**src/hw/sirq_pkg.sv**
```systemverilog
// constants for the system clock, infrared control and interrupt flag register bank
package sirq_pkg;
   localparam int ADDR_W = 6;
   localparam int DATA_W = 8;
   // register addresses
   localparam logic [5:0] SYS_CLK_MODE_ADDR = 6'h0D;
   localparam logic [5:0] IR_PIN_CTRL_ADDR = 6'h0E;
   localparam logic [5:0] IRQ_FLAGS_ADDR = 6'h0F;
   localparam logic [5:0] IRQ_MASK_ADDR = 6'h0B;
   localparam logic [5:0] MODE_CMD_ADDR = 6'h0C;
   localparam logic [5:0] GPR_FIRST_ADDR = 6'h10;
   localparam logic [5:0] GPR_LAST_ADDR = 6'h3F;
   localparam int GPR_BANKS = 4;
   // system clock mode control fields
   localparam int PLL_HI_BIT = 6;
   localparam int PLL_LO_BIT = 4;
   localparam int IDLE_SEL_BIT = 3;
   localparam int BOOST_HI_BIT = 2;
   localparam int BOOST_LO_BIT = 1;
   localparam int CPU_SRC_BIT = 0;
   localparam logic [7:0] SYS_CLK_MODE_MASK = 8'h7F;
   // infrared pin function control fields
   localparam int IR_EN_BIT = 7;
   localparam int CARRIER_BIT = 6;
   localparam int LOW_ONLY_BIT = 5;
   localparam int IR_PIN_SEL_BIT = 3;
   localparam int CNT_PIN_SEL_BIT = 2;
   localparam int EXT1_SEL_BIT = 1;
   localparam int EXT0_SEL_BIT = 0;
   localparam logic [7:0] IR_PIN_CTRL_MASK = 8'hEF;
   // mode command codes
   localparam logic [7:0] CMD_POWER_DOWN = 8'h01;
   localparam logic [7:0] CMD_WAKE = 8'h02;
   localparam logic [7:0] CMD_GREEN = 8'h03;
   // pll multiplier codes (main clock = sub clock * factor / 4)
   localparam logic [9:0] PLL_X130 = 10'h208;
   localparam logic [9:0] PLL_X65 = 10'h104;
   localparam logic [9:0] PLL_X65_2 = 10'h082;
   localparam logic [9:0] PLL_X65_4 = 10'h041;
   localparam logic [9:0] PLL_X244 = 10'h3D0;
   // booster divider values
   localparam logic [4:0] BOOST_DIV1 = 5'h01;
   localparam logic [4:0] BOOST_DIV4 = 5'h04;
   localparam logic [4:0] BOOST_DIV8 = 5'h08;
   localparam logic [4:0] BOOST_DIV16 = 5'h10;
   // timing
   localparam int CLK_PERIOD_NS = 8;
   localparam int RESET_WAIT_MS = 18;
   localparam int RESET_WAIT_CYC = RESET_WAIT_MS * 1000000 / CLK_PERIOD_NS;
   localparam int SUB_PERIODS = 15;
   localparam int MAIN_PERIODS = 11;
   typedef enum logic [4:0] {
      SIRQ_NORMAL = 5'h01,
      SIRQ_GREEN = 5'h02,
      SIRQ_IDLE = 5'h04,
      SIRQ_SLEEP = 5'h08,
      SIRQ_WAKE = 5'h10
   } sirq_mode_t;
endpackage

```
**src/hw/sirq_regs.sv**
```systemverilog
// system clock, infrared pin control and interrupt flag register bank
//
// Operation
// - pll field picks main clock factor 130, 65, 65/2, 65/4 or 244
// - power-down enters idle when idle bit set, else sleep
// - booster field divides sub clock by 1, 4, 8 or 16
// - cpu source bit 0 runs sub clock and stops main oscillator
// - with watchdog on, sub-clock timers stop in sleep
// - pin-clocked timer counts in sleep and flags, but never wakes
// - main-clock timers halt in sleep or green until normal runs
// - wake to normal waits start time plus 11 main from green, or plus 15 sub (and 18 ms more from sleep)
// - any reset delays 18 ms plus start time plus 15 sub periods
// - wake to green waits start time plus 15 sub, plus 18 ms from sleep
// - infrared enable starts generator; off, pin follows port settings
// - carrier bit 0 gives plain pwm, counter two independent
// - carrier bit 1 modulates low sections with counter two carrier
// - low-only bit ignores high width timer
// - output select drives infrared wave on port 5 bit 7 while its port direction is output
// - counter input select makes port 5 bit 6 the counter clock
// - external interrupt selects let the two external pin inputs set flags 2 and 1
// - flag bit 7 sets on port 6 or 8 input change
// - flags 6..3 set on low, high, counter two, counter one underflow
// - flags 2, 1 external pins; flag 0 timer overflow
// - addresses 10h to 3Fh hold banked general registers
// - mask register enables each flag source by bit
//
// Decided for this implementation: the address-and-strobe port.
`timescale 1ns/10ps
`default_nettype none
module sirq_regs
   import sirq_pkg::*;
#(
   parameter int RESET_WAIT = RESET_WAIT_CYC,
   parameter int OSC_START = 64,
   parameter int SUB_DIV = 3815,
   parameter int MAIN_DIV = 16
) (
   // clock and reset
   input wire logic CLK_IN,
   input wire logic RESETN_IN,
   // register port
   input wire logic [ADDR_W-1:0] ADDR_IN,
   input wire logic [DATA_W-1:0] WDATA_IN,
   input wire logic WR_IN,
   input wire logic RD_IN,
   input wire logic [1:0] BANK_IN,
   output logic [DATA_W-1:0] RDATA_OUT,
   // event inputs
   input wire logic PORT_CHANGE_IN,
   input wire logic LOW_UFL_IN,
   input wire logic HIGH_UFL_IN,
   input wire logic CNT2_UFL_IN,
   input wire logic CNT1_UFL_IN,
   input wire logic EXT1_IN,
   input wire logic EXT0_IN,
   input wire logic TCC_OVF_IN,
   input wire logic WDT_EN_IN,
   input wire logic IR_WAVE_IN,
   input wire logic CARRIER_IN,
   input wire logic PORT57_DATA_IN,
   input wire logic PORT57_DIR_IN,
   // control outputs
   output logic [9:0] PLL_FACTOR_OUT,
   output logic [4:0] BOOST_DIV_OUT,
   output logic CPU_MAIN_OUT,
   output logic MAIN_OSC_EN_OUT,
   output logic [4:0] MODE_OUT,
   output logic CPU_RUN_OUT,
   output logic SUB_TMR_RUN_OUT,
   output logic MAIN_TMR_RUN_OUT,
   output logic CNT2_FREE_OUT,
   output logic HIGH_TMR_USE_OUT,
   output logic P57_OUT,
   output logic P57_OE_OUT,
   output logic TCC_CLK_OUT,
   output logic [7:0] IRQ_PEND_OUT
);
   // ****************************************
   // reset synchroniser
   // ****************************************
   logic rst_s1_r, rst_r;
   always_ff @(posedge CLK_IN or negedge RESETN_IN) begin
      if (!RESETN_IN) begin
         rst_s1_r <= 1'b0;
         rst_r <= 1'b0;
      end else begin
         rst_s1_r <= 1'b1;
         rst_r <= rst_s1_r;
      end
   end
   wire logic rstn = rst_r;

   // ****************************************
   // registers
   // ****************************************
   logic [7:0] sys_r, irc_r, flags_r, mask_r, flags_nxt;
   logic [7:0] gpr_r [GPR_BANKS][GPR_LAST_ADDR - GPR_FIRST_ADDR + 6'h01];
   logic [7:0] events;
   wire logic wr_sys = WR_IN && ADDR_IN == SYS_CLK_MODE_ADDR;
   wire logic wr_irc = WR_IN && ADDR_IN == IR_PIN_CTRL_ADDR;
   wire logic wr_flg = WR_IN && ADDR_IN == IRQ_FLAGS_ADDR;
   wire logic wr_msk = WR_IN && ADDR_IN == IRQ_MASK_ADDR;
   wire logic wr_cmd = WR_IN && ADDR_IN == MODE_CMD_ADDR;
   wire logic in_gpr = ADDR_IN >= GPR_FIRST_ADDR;
   wire logic [5:0] gidx = ADDR_IN - GPR_FIRST_ADDR;
   sirq_mode_t mode_r;

   always_ff @(posedge CLK_IN or negedge rstn) begin
      if (!rstn) begin
         sys_r <= 8'h00;
         irc_r <= 8'h00;
         mask_r <= 8'h00;
      end else begin
         if (wr_sys) begin
            sys_r <= WDATA_IN & SYS_CLK_MODE_MASK;
         end
         if (wr_irc) begin
            irc_r <= WDATA_IN & IR_PIN_CTRL_MASK;
         end
         if (wr_msk) begin
            mask_r <= WDATA_IN;
         end
      end
   end

   always_ff @(posedge CLK_IN) begin
      if (WR_IN && in_gpr) begin
         gpr_r[BANK_IN][gidx] <= WDATA_IN;
      end
   end

   // ****************************************
   // interrupt flags
   // ****************************************
   always_comb begin
      events = {PORT_CHANGE_IN,
                LOW_UFL_IN, HIGH_UFL_IN, CNT2_UFL_IN, CNT1_UFL_IN,
                EXT1_IN && irc_r[EXT1_SEL_BIT],
                EXT0_IN && irc_r[EXT0_SEL_BIT],
                TCC_OVF_IN};
      // sub-clock timers are frozen while asleep with the watchdog on
      if (mode_r == SIRQ_SLEEP && WDT_EN_IN) begin
         events[6:3] = 4'h0;
      end
      flags_nxt = flags_r;
      if (wr_flg) begin
         flags_nxt = flags_r & WDATA_IN;
      end
      flags_nxt = flags_nxt | events; // set wins over clear
   end

   always_ff @(posedge CLK_IN or negedge rstn) begin
      if (!rstn) begin
         flags_r <= 8'h00;
         IRQ_PEND_OUT <= 8'h00;
      end else begin
         flags_r <= flags_nxt;
         IRQ_PEND_OUT <= flags_nxt & mask_r;
      end
   end

   // ****************************************
   // operating mode and wake timing
   // ****************************************
   logic [31:0] wait_r;
   sirq_mode_t target_r;
   always_ff @(posedge CLK_IN or negedge rstn) begin
      if (!rstn) begin
         mode_r <= SIRQ_WAKE;
         target_r <= SIRQ_NORMAL;
         wait_r <= 32'(RESET_WAIT + OSC_START + SUB_PERIODS * SUB_DIV);
      end else begin
         unique case (mode_r)
            SIRQ_NORMAL, SIRQ_GREEN: begin
               if (wr_cmd && WDATA_IN == CMD_POWER_DOWN) begin
                  mode_r <= sys_r[IDLE_SEL_BIT] ? SIRQ_IDLE : SIRQ_SLEEP;
               end else if (mode_r == SIRQ_GREEN && sys_r[CPU_SRC_BIT]) begin
                  mode_r <= SIRQ_WAKE;
                  target_r <= SIRQ_NORMAL;
                  wait_r <= 32'(OSC_START + MAIN_PERIODS * MAIN_DIV);
               end else if (mode_r == SIRQ_NORMAL && !sys_r[CPU_SRC_BIT]) begin
                  mode_r <= SIRQ_GREEN;
               end
            end
            SIRQ_IDLE, SIRQ_SLEEP: begin
               // pin-clocked timer events never wake the cpu
               if (wr_cmd && (WDATA_IN == CMD_WAKE || WDATA_IN == CMD_GREEN)) begin
                  mode_r <= SIRQ_WAKE;
                  target_r <= WDATA_IN == CMD_WAKE ? SIRQ_NORMAL : SIRQ_GREEN;
                  wait_r <= 32'(OSC_START + SUB_PERIODS * SUB_DIV
                     + (mode_r == SIRQ_SLEEP ? RESET_WAIT : 0));
               end
            end
            SIRQ_WAKE: begin
               if (wait_r == 32'h0) begin
                  mode_r <= target_r;
               end else begin
                  wait_r <= wait_r - 32'h1;
               end
            end
         endcase
      end
   end

   // ****************************************
   // clock, pin and timer outputs
   // ****************************************
   function automatic logic [9:0] pll_factor(input logic [2:0] code);
      if (code[2]) begin
         return PLL_X244;
      end
      unique case (code[1:0])
         2'b00: return PLL_X130;
         2'b01: return PLL_X65;
         2'b10: return PLL_X65_2;
         default: return PLL_X65_4;
      endcase
   endfunction

   logic [4:0] boost;
   always_comb begin
      unique case (sys_r[BOOST_HI_BIT:BOOST_LO_BIT])
         2'b00: boost = BOOST_DIV1;
         2'b01: boost = BOOST_DIV4;
         2'b10: boost = BOOST_DIV8;
         default: boost = BOOST_DIV16;
      endcase
   end

   wire logic ir_on = irc_r[IR_EN_BIT];
   wire logic hf = irc_r[CARRIER_BIT];
   wire logic ir_level = IR_WAVE_IN | (hf & CARRIER_IN & ~IR_WAVE_IN);

   always_ff @(posedge CLK_IN or negedge rstn) begin
      if (!rstn) begin
         PLL_FACTOR_OUT <= PLL_X130;
         BOOST_DIV_OUT <= BOOST_DIV1;
         CPU_MAIN_OUT <= 1'b0;
         MAIN_OSC_EN_OUT <= 1'b0;
         MODE_OUT <= SIRQ_WAKE;
         CPU_RUN_OUT <= 1'b0;
         SUB_TMR_RUN_OUT <= 1'b0;
         MAIN_TMR_RUN_OUT <= 1'b0;
         CNT2_FREE_OUT <= 1'b1;
         HIGH_TMR_USE_OUT <= 1'b1;
         P57_OUT <= 1'b0;
         P57_OE_OUT <= 1'b0;
         TCC_CLK_OUT <= 1'b0;
      end else begin
         PLL_FACTOR_OUT <= pll_factor(sys_r[PLL_HI_BIT:PLL_LO_BIT]);
         BOOST_DIV_OUT <= boost;
         CPU_MAIN_OUT <= sys_r[CPU_SRC_BIT];
         MAIN_OSC_EN_OUT <= sys_r[CPU_SRC_BIT];
         MODE_OUT <= mode_r;
         CPU_RUN_OUT <= mode_r == SIRQ_NORMAL || mode_r == SIRQ_GREEN;
         SUB_TMR_RUN_OUT <= !(mode_r == SIRQ_SLEEP && WDT_EN_IN) && mode_r != SIRQ_WAKE;
         MAIN_TMR_RUN_OUT <= mode_r == SIRQ_NORMAL;
         CNT2_FREE_OUT <= !(ir_on && hf);
         HIGH_TMR_USE_OUT <= !irc_r[LOW_ONLY_BIT];
         if (ir_on && irc_r[IR_PIN_SEL_BIT]) begin
            P57_OUT <= ir_level;
            P57_OE_OUT <= !PORT57_DIR_IN;
         end else begin
            P57_OUT <= PORT57_DATA_IN;
            P57_OE_OUT <= !PORT57_DIR_IN;
         end
         TCC_CLK_OUT <= irc_r[CNT_PIN_SEL_BIT];
      end
   end

   // ****************************************
   // read port
   // ****************************************
   always_ff @(posedge CLK_IN or negedge rstn) begin
      if (!rstn) begin
         RDATA_OUT <= 8'h00;
      end else if (RD_IN) begin
         if (in_gpr) begin
            RDATA_OUT <= gpr_r[BANK_IN][gidx];
         end else begin
            unique case (ADDR_IN)
               SYS_CLK_MODE_ADDR: RDATA_OUT <= sys_r;
               IR_PIN_CTRL_ADDR: RDATA_OUT <= irc_r;
               IRQ_FLAGS_ADDR: RDATA_OUT <= flags_r;
               IRQ_MASK_ADDR: RDATA_OUT <= mask_r;
               MODE_CMD_ADDR: RDATA_OUT <= {3'h0, mode_r};
               default: RDATA_OUT <= 8'h00;
            endcase
         end
      end else begin
         RDATA_OUT <= 8'h00;
      end
   end

   // ****************************************
   // checks
   // ****************************************
   property p_flag_hold;
      @(posedge CLK_IN) disable iff (!rstn)
      (flags_r[0] && !(wr_flg && !WDATA_IN[0])) |=> flags_r[0];
   endproperty
   a_flag_hold: assert property (p_flag_hold) else $error("flag lost");

   property p_flag_set;
      @(posedge CLK_IN) disable iff (!rstn)
      PORT_CHANGE_IN |=> flags_r[7];
   endproperty
   a_flag_set: assert property (p_flag_set) else $error("change flag not set");

   property p_mask;
      @(posedge CLK_IN) disable iff (!rstn)
      ##1 IRQ_PEND_OUT == (flags_r & $past(mask_r));
   endproperty
   a_mask: assert property (p_mask) else $error("mask gating wrong");

   property p_idle;
      @(posedge CLK_IN) disable iff (!rstn)
      (mode_r == SIRQ_NORMAL && wr_cmd && WDATA_IN == CMD_POWER_DOWN && sys_r[IDLE_SEL_BIT])
      |=> mode_r == SIRQ_IDLE;
   endproperty
   a_idle: assert property (p_idle) else $error("idle not entered");

   property p_main_tmr;
      @(posedge CLK_IN) disable iff (!rstn)
      (mode_r == SIRQ_SLEEP) |=> !MAIN_TMR_RUN_OUT;
   endproperty
   a_main_tmr: assert property (p_main_tmr) else $error("main timer ran");

   property p_low_only;
      @(posedge CLK_IN) disable iff (!rstn)
      irc_r[LOW_ONLY_BIT] |=> !HIGH_TMR_USE_OUT;
   endproperty
   a_low_only: assert property (p_low_only) else $error("high timer used");

   property p_tcc;
      @(posedge CLK_IN) disable iff (!rstn)
      irc_r[CNT_PIN_SEL_BIT] |=> TCC_CLK_OUT;
   endproperty
   a_tcc: assert property (p_tcc) else $error("counter pin not selected");

   property p_cpu_src;
      @(posedge CLK_IN) disable iff (!rstn)
      !sys_r[CPU_SRC_BIT] |=> !MAIN_OSC_EN_OUT && !CPU_MAIN_OUT;
   endproperty
   a_cpu_src: assert property (p_cpu_src) else $error("main oscillator running");
endmodule
`default_nettype wire

```
**config.mk**
```make
export PLATFORM = sky130hd
export DESIGN_NAME = sirq_regs
export DESIGN_NICKNAME = d
export VERILOG_FILES = /design/src/hw/sirq_pkg.sv /design/src/hw/sirq_regs.sv
export SDC_FILE = /design/constraint.sdc
export NUM_CORES = 2
export LEC_CHECK = 0
export BUFFER_PORTS_ARGS = -buffer_cell sky130_fd_sc_hd__buf_4
export CORE_MARGIN = 1.5
export CORE_UTILIZATION = 30
export DETAILED_ROUTE_END_ITERATION = 10
export PLACE_DENSITY = 0.52
export SLEW_MARGIN = 20
export SYNTH_ARGS = -nofsm -noshare
export SYNTH_HDL_FRONTEND = slang
export SYNTH_SLANG_ARGS = --single-unit
```
**constraint.sdc**
```tcl
create_clock -name CLK_IN -period 3.57 [get_ports CLK_IN]
set_input_delay 0.714 -clock CLK_IN [delete_from_list [all_inputs] [get_ports CLK_IN]]
set_output_delay 0.714 -clock CLK_IN [all_outputs]
set_load 0.02 [all_outputs]
```
==> impl_results.md <==
* Async S/R FF share, synth at 0.0691
* DIE HEIGHT at 469 µm
* CTS root buf: clkbuf_16
* R2R depth at 8
* CTS tree: done
* First DRT Iteration DRCs at about 4000
* Final worst path period share at 0.868
* DRT antenna net count at 0
* Crit-path max FO at 19
* Tmin final at roughly 3100 ps
* Clk_lat worst skew at ~800 ps
* WS Path Type: in2reg
* Ys Warns at 0
* Post-synthesis compound-gate area fraction at 0.0456
* Crit start category: primary input
* Yosys reg bits at about 1700
* Cell taking the most area after synthesis: edfxtp_1
* CP required at between 4000 and 5000 ps
* CTS H-tree depth at 4
* Unique cell type count in the Yosys netlist at 73
* I/O Pins at approximately 80
* Setup crit end: RDATA_OUT[2]$_DFF_PN0_
* Synth top area cells: edfxtp_1 71%, mux4_2 11%, dfrtp_1 3.7%, mux2i_1 2.5%, nor2_1 1.5%
* Final worst setup slack at roughly 470 ps
* Total congestion overflow at 0
* Num rows at 170
* Max Root-Sink Buffers at 3
* Top-count cell post-synth: edfxtp_1
* DR WL/cell at around 27 µm
* Net count reported at finish at around 4000
* Worst Hold Class: in2reg
* Post-layout util at 0.363
* Mux share of post-synthesis cell area at 0.141
* Reg clk slew, reported paths at approximately 60 ps
* Adder-Cell Fraction of Synth Area at 0.00135
* Hold Crit Depth at 2
* Launch point of the worst path: BANK_IN[0]
* Xor/xnor share of the synthesized area at 0.000135
* TritonCTS Buffers at about 170
* Least-Margin Pin Slew at approximately 1000 ps
* PD cells at 539 nW/µm²
* Overall routing resource usage at 0.170
* DRC errors left at 0
* Reg2reg end: RDATA_OUT[2]$_DFF_PN0_
* Arr. time, crit path at 3770 ps
* Die Wd at about 470 µm
* Max-capacitance violation count at 0
* Vias per cell at ~5.1
* RSZ-0062 raised after global routing: no
* Syn Std Cell Area at ~65000 µm²
* Share of post-route cells with drive strength above 1 at 0.296
* Outcome: finished, final reports clean
* Mapped Cells at 3414
* Worst slew margin at 0.308
* Vias in the first global route at ~36000
* Detailed-route via count at around 35000
* CTS sink cnt at approximately 1700
* Drt pass-1 iters at 7
* Leak Pwr at approximately 0.026 µW
* Final Max Tran Viols at 0
* Starting Density at 0.303
* Die area at 220000 µm²
* Final setup viols at 0
* Yosys top cell area share at 0.709
* Reg2reg setup slack at 490 ps
* Synth Area in Simple Gates at 0.0416
* Initial antenna violation count at 14
* Post-DP HPWL at approximately 120000 µm
* R2R Path Start: gpr_r[3][282]$_DFFE_PP_
* Sequential share of the synthesized area at 0.753
* DRT Wirelength at 187000 µm
* Post-Syn Area per Cell at between 15 and 20 µm²
* Largest family of logic cells by synthesized area: multiplexers
* Hold Fails Final Rpt at 0
* Fillers at about 20000
* Post-CTS Resized at 0
* Largest net degree at the start of global routing at roughly 200
* Top cells by count, synth: 1536 x edfxtp_1, 317 x mux4_2, 267 x nor2_1
* Gp weighted congestion at between 0.8 and 0.9
* Maximum VDD drop at 0.432 mV
* Layout area overhead at 19.9%
* Worst clock skew at approximately 37 ps
* PortBufs at 76
* Core ar. at about 220000 µm²
* Ys flop type: edfxtp_1
* Pre-CTS WS at -361 ps
* Number of synthesized flops with an enable pin at 1536
* Max Fclk at roughly 320 MHz
* First-pass GRT wire length at 268000 µm
* Worst Setup End Kind: flip-flop
* Post-CTS Setup Bufs at 0
what timing repair did:
item | 4_1_cts | 5_1_grt
setup endpoints to repair | 0 | 0
hold endpoints to repair | 3 | 0
hold buffers | 2 | 0
worst max-delay path, stage by stage:
cell	delay, ps
buf_8	250
buf_4	280
mux4_2	540
nand2_1	90
o21ai_0	90
nor4b_1	720
buf_4	240
a2111oi_0	90
buf_4	180
or4_1	520
kinds of logic after synthesis:
kind of cell,count (synthesis)
AO/OA/AOI/OAI,417
flip-flops,1650
buffers and inverters,220
multiplexers,518
XOR/XNOR,1
other,2
adder cells (fa/ha/maj),7
AND/OR/NAND/NOR,599
layer usage:
layer  global-route usage  wire (µm)  up-vias
li1                     -          -    15100
met5                    0         14        -
met1                0.241      82800    19000
met2                0.267      87700     1219
met3               0.0284      11900      236
met4               0.0494       4980        2
area by class of cell:
class / instances / area (µm²) / area share
repair buffers: 573 / 4900 / 0.0628
inverters: 22 / 82.6 / 0.00106
well taps: 2838 / 3550 / 0.0455
clock buffers: 216 / 4530 / 0.0581
multi-input cells: 1545 / 15000 / 0.193
diodes: 6 / 15.0 / 0.000192
clock inverters: 97 / 871 / 0.0112
flip-flops and latches: 1650 / 49000 / 0.628
through the flow:
step	hold WS [ps]	instance area (µm²)	cells	TNS, ps	total power (µW)
5_1_grt	46.7	78000	6943	0	43400
3_3_place_gp	338	72500	6625	-874	25200
4_1_cts	26.1	78000	6940	0	42400
2_1_floorplan	331	65100	3415	0	23500
3_5_place_dp	340	72500	6625	-851	25200
6_report	77.0	78000	6947	0	42100
state kept, by name, summed over array words and instances (netlist names), 2 cells and up:
register        count
mask_r              8
IRQ_PEND_OUT        8
flags_r             8
PLL_FACTOR_OUT      9
mode_r              5
wait_r             32
target_r            2
irc_r               7
BOOST_DIV_OUT       4
RDATA_OUT           8
gpr_r            1536
MODE_OUT            5
sys_r               7
layout by cell type (no fill, tap or decap), types with 17 or more instances in the layout:
cell type	instances
a211oi_1	25
a21oi_1	58
a22oi_1	59
a31oi_1	25
buf_12	42
buf_4	517
clkbuf_1	38
clkbuf_16	172
clkinv_1	40
clkinv_2	31
dfrtp_1	94
dfstp_2	19
edfxtp_1	1536
inv_1	19
mux2_2	41
mux2i_1	160
mux4_2	317
nand2_1	158
nand2b_1	17
nand3_1	28
nor2_1	265
nor3_1	25
o21ai_0	48
o221ai_1	29
o22ai_1	28
o31ai_1	27
worst min-delay path by stage:
stage | start | endpoint
2_1_floorplan | rst_s1_r$_DFF_PN0_ | rst_r$_DFF_PN0_
4_1_cts | WDT_EN_IN | SUB_TMR_RUN_OUT$_DFF_PN0_
5_1_grt | WDT_EN_IN | SUB_TMR_RUN_OUT$_DFF_PN0_
6_report | WDT_EN_IN | SUB_TMR_RUN_OUT$_DFF_PN0_
3_5_place_dp | rst_s1_r$_DFF_PN0_ | rst_r$_DFF_PN0_
3_3_place_gp | rst_s1_r$_DFF_PN0_ | rst_r$_DFF_PN0_
report_power, final:
part	internal, µW	leakage, µW	switching (µW)
sequential	21300	0.0152	170
clock	9640	0.00264	7670
combinational	1240	0.00810	2030
Power figures use the tool's default switching activity.
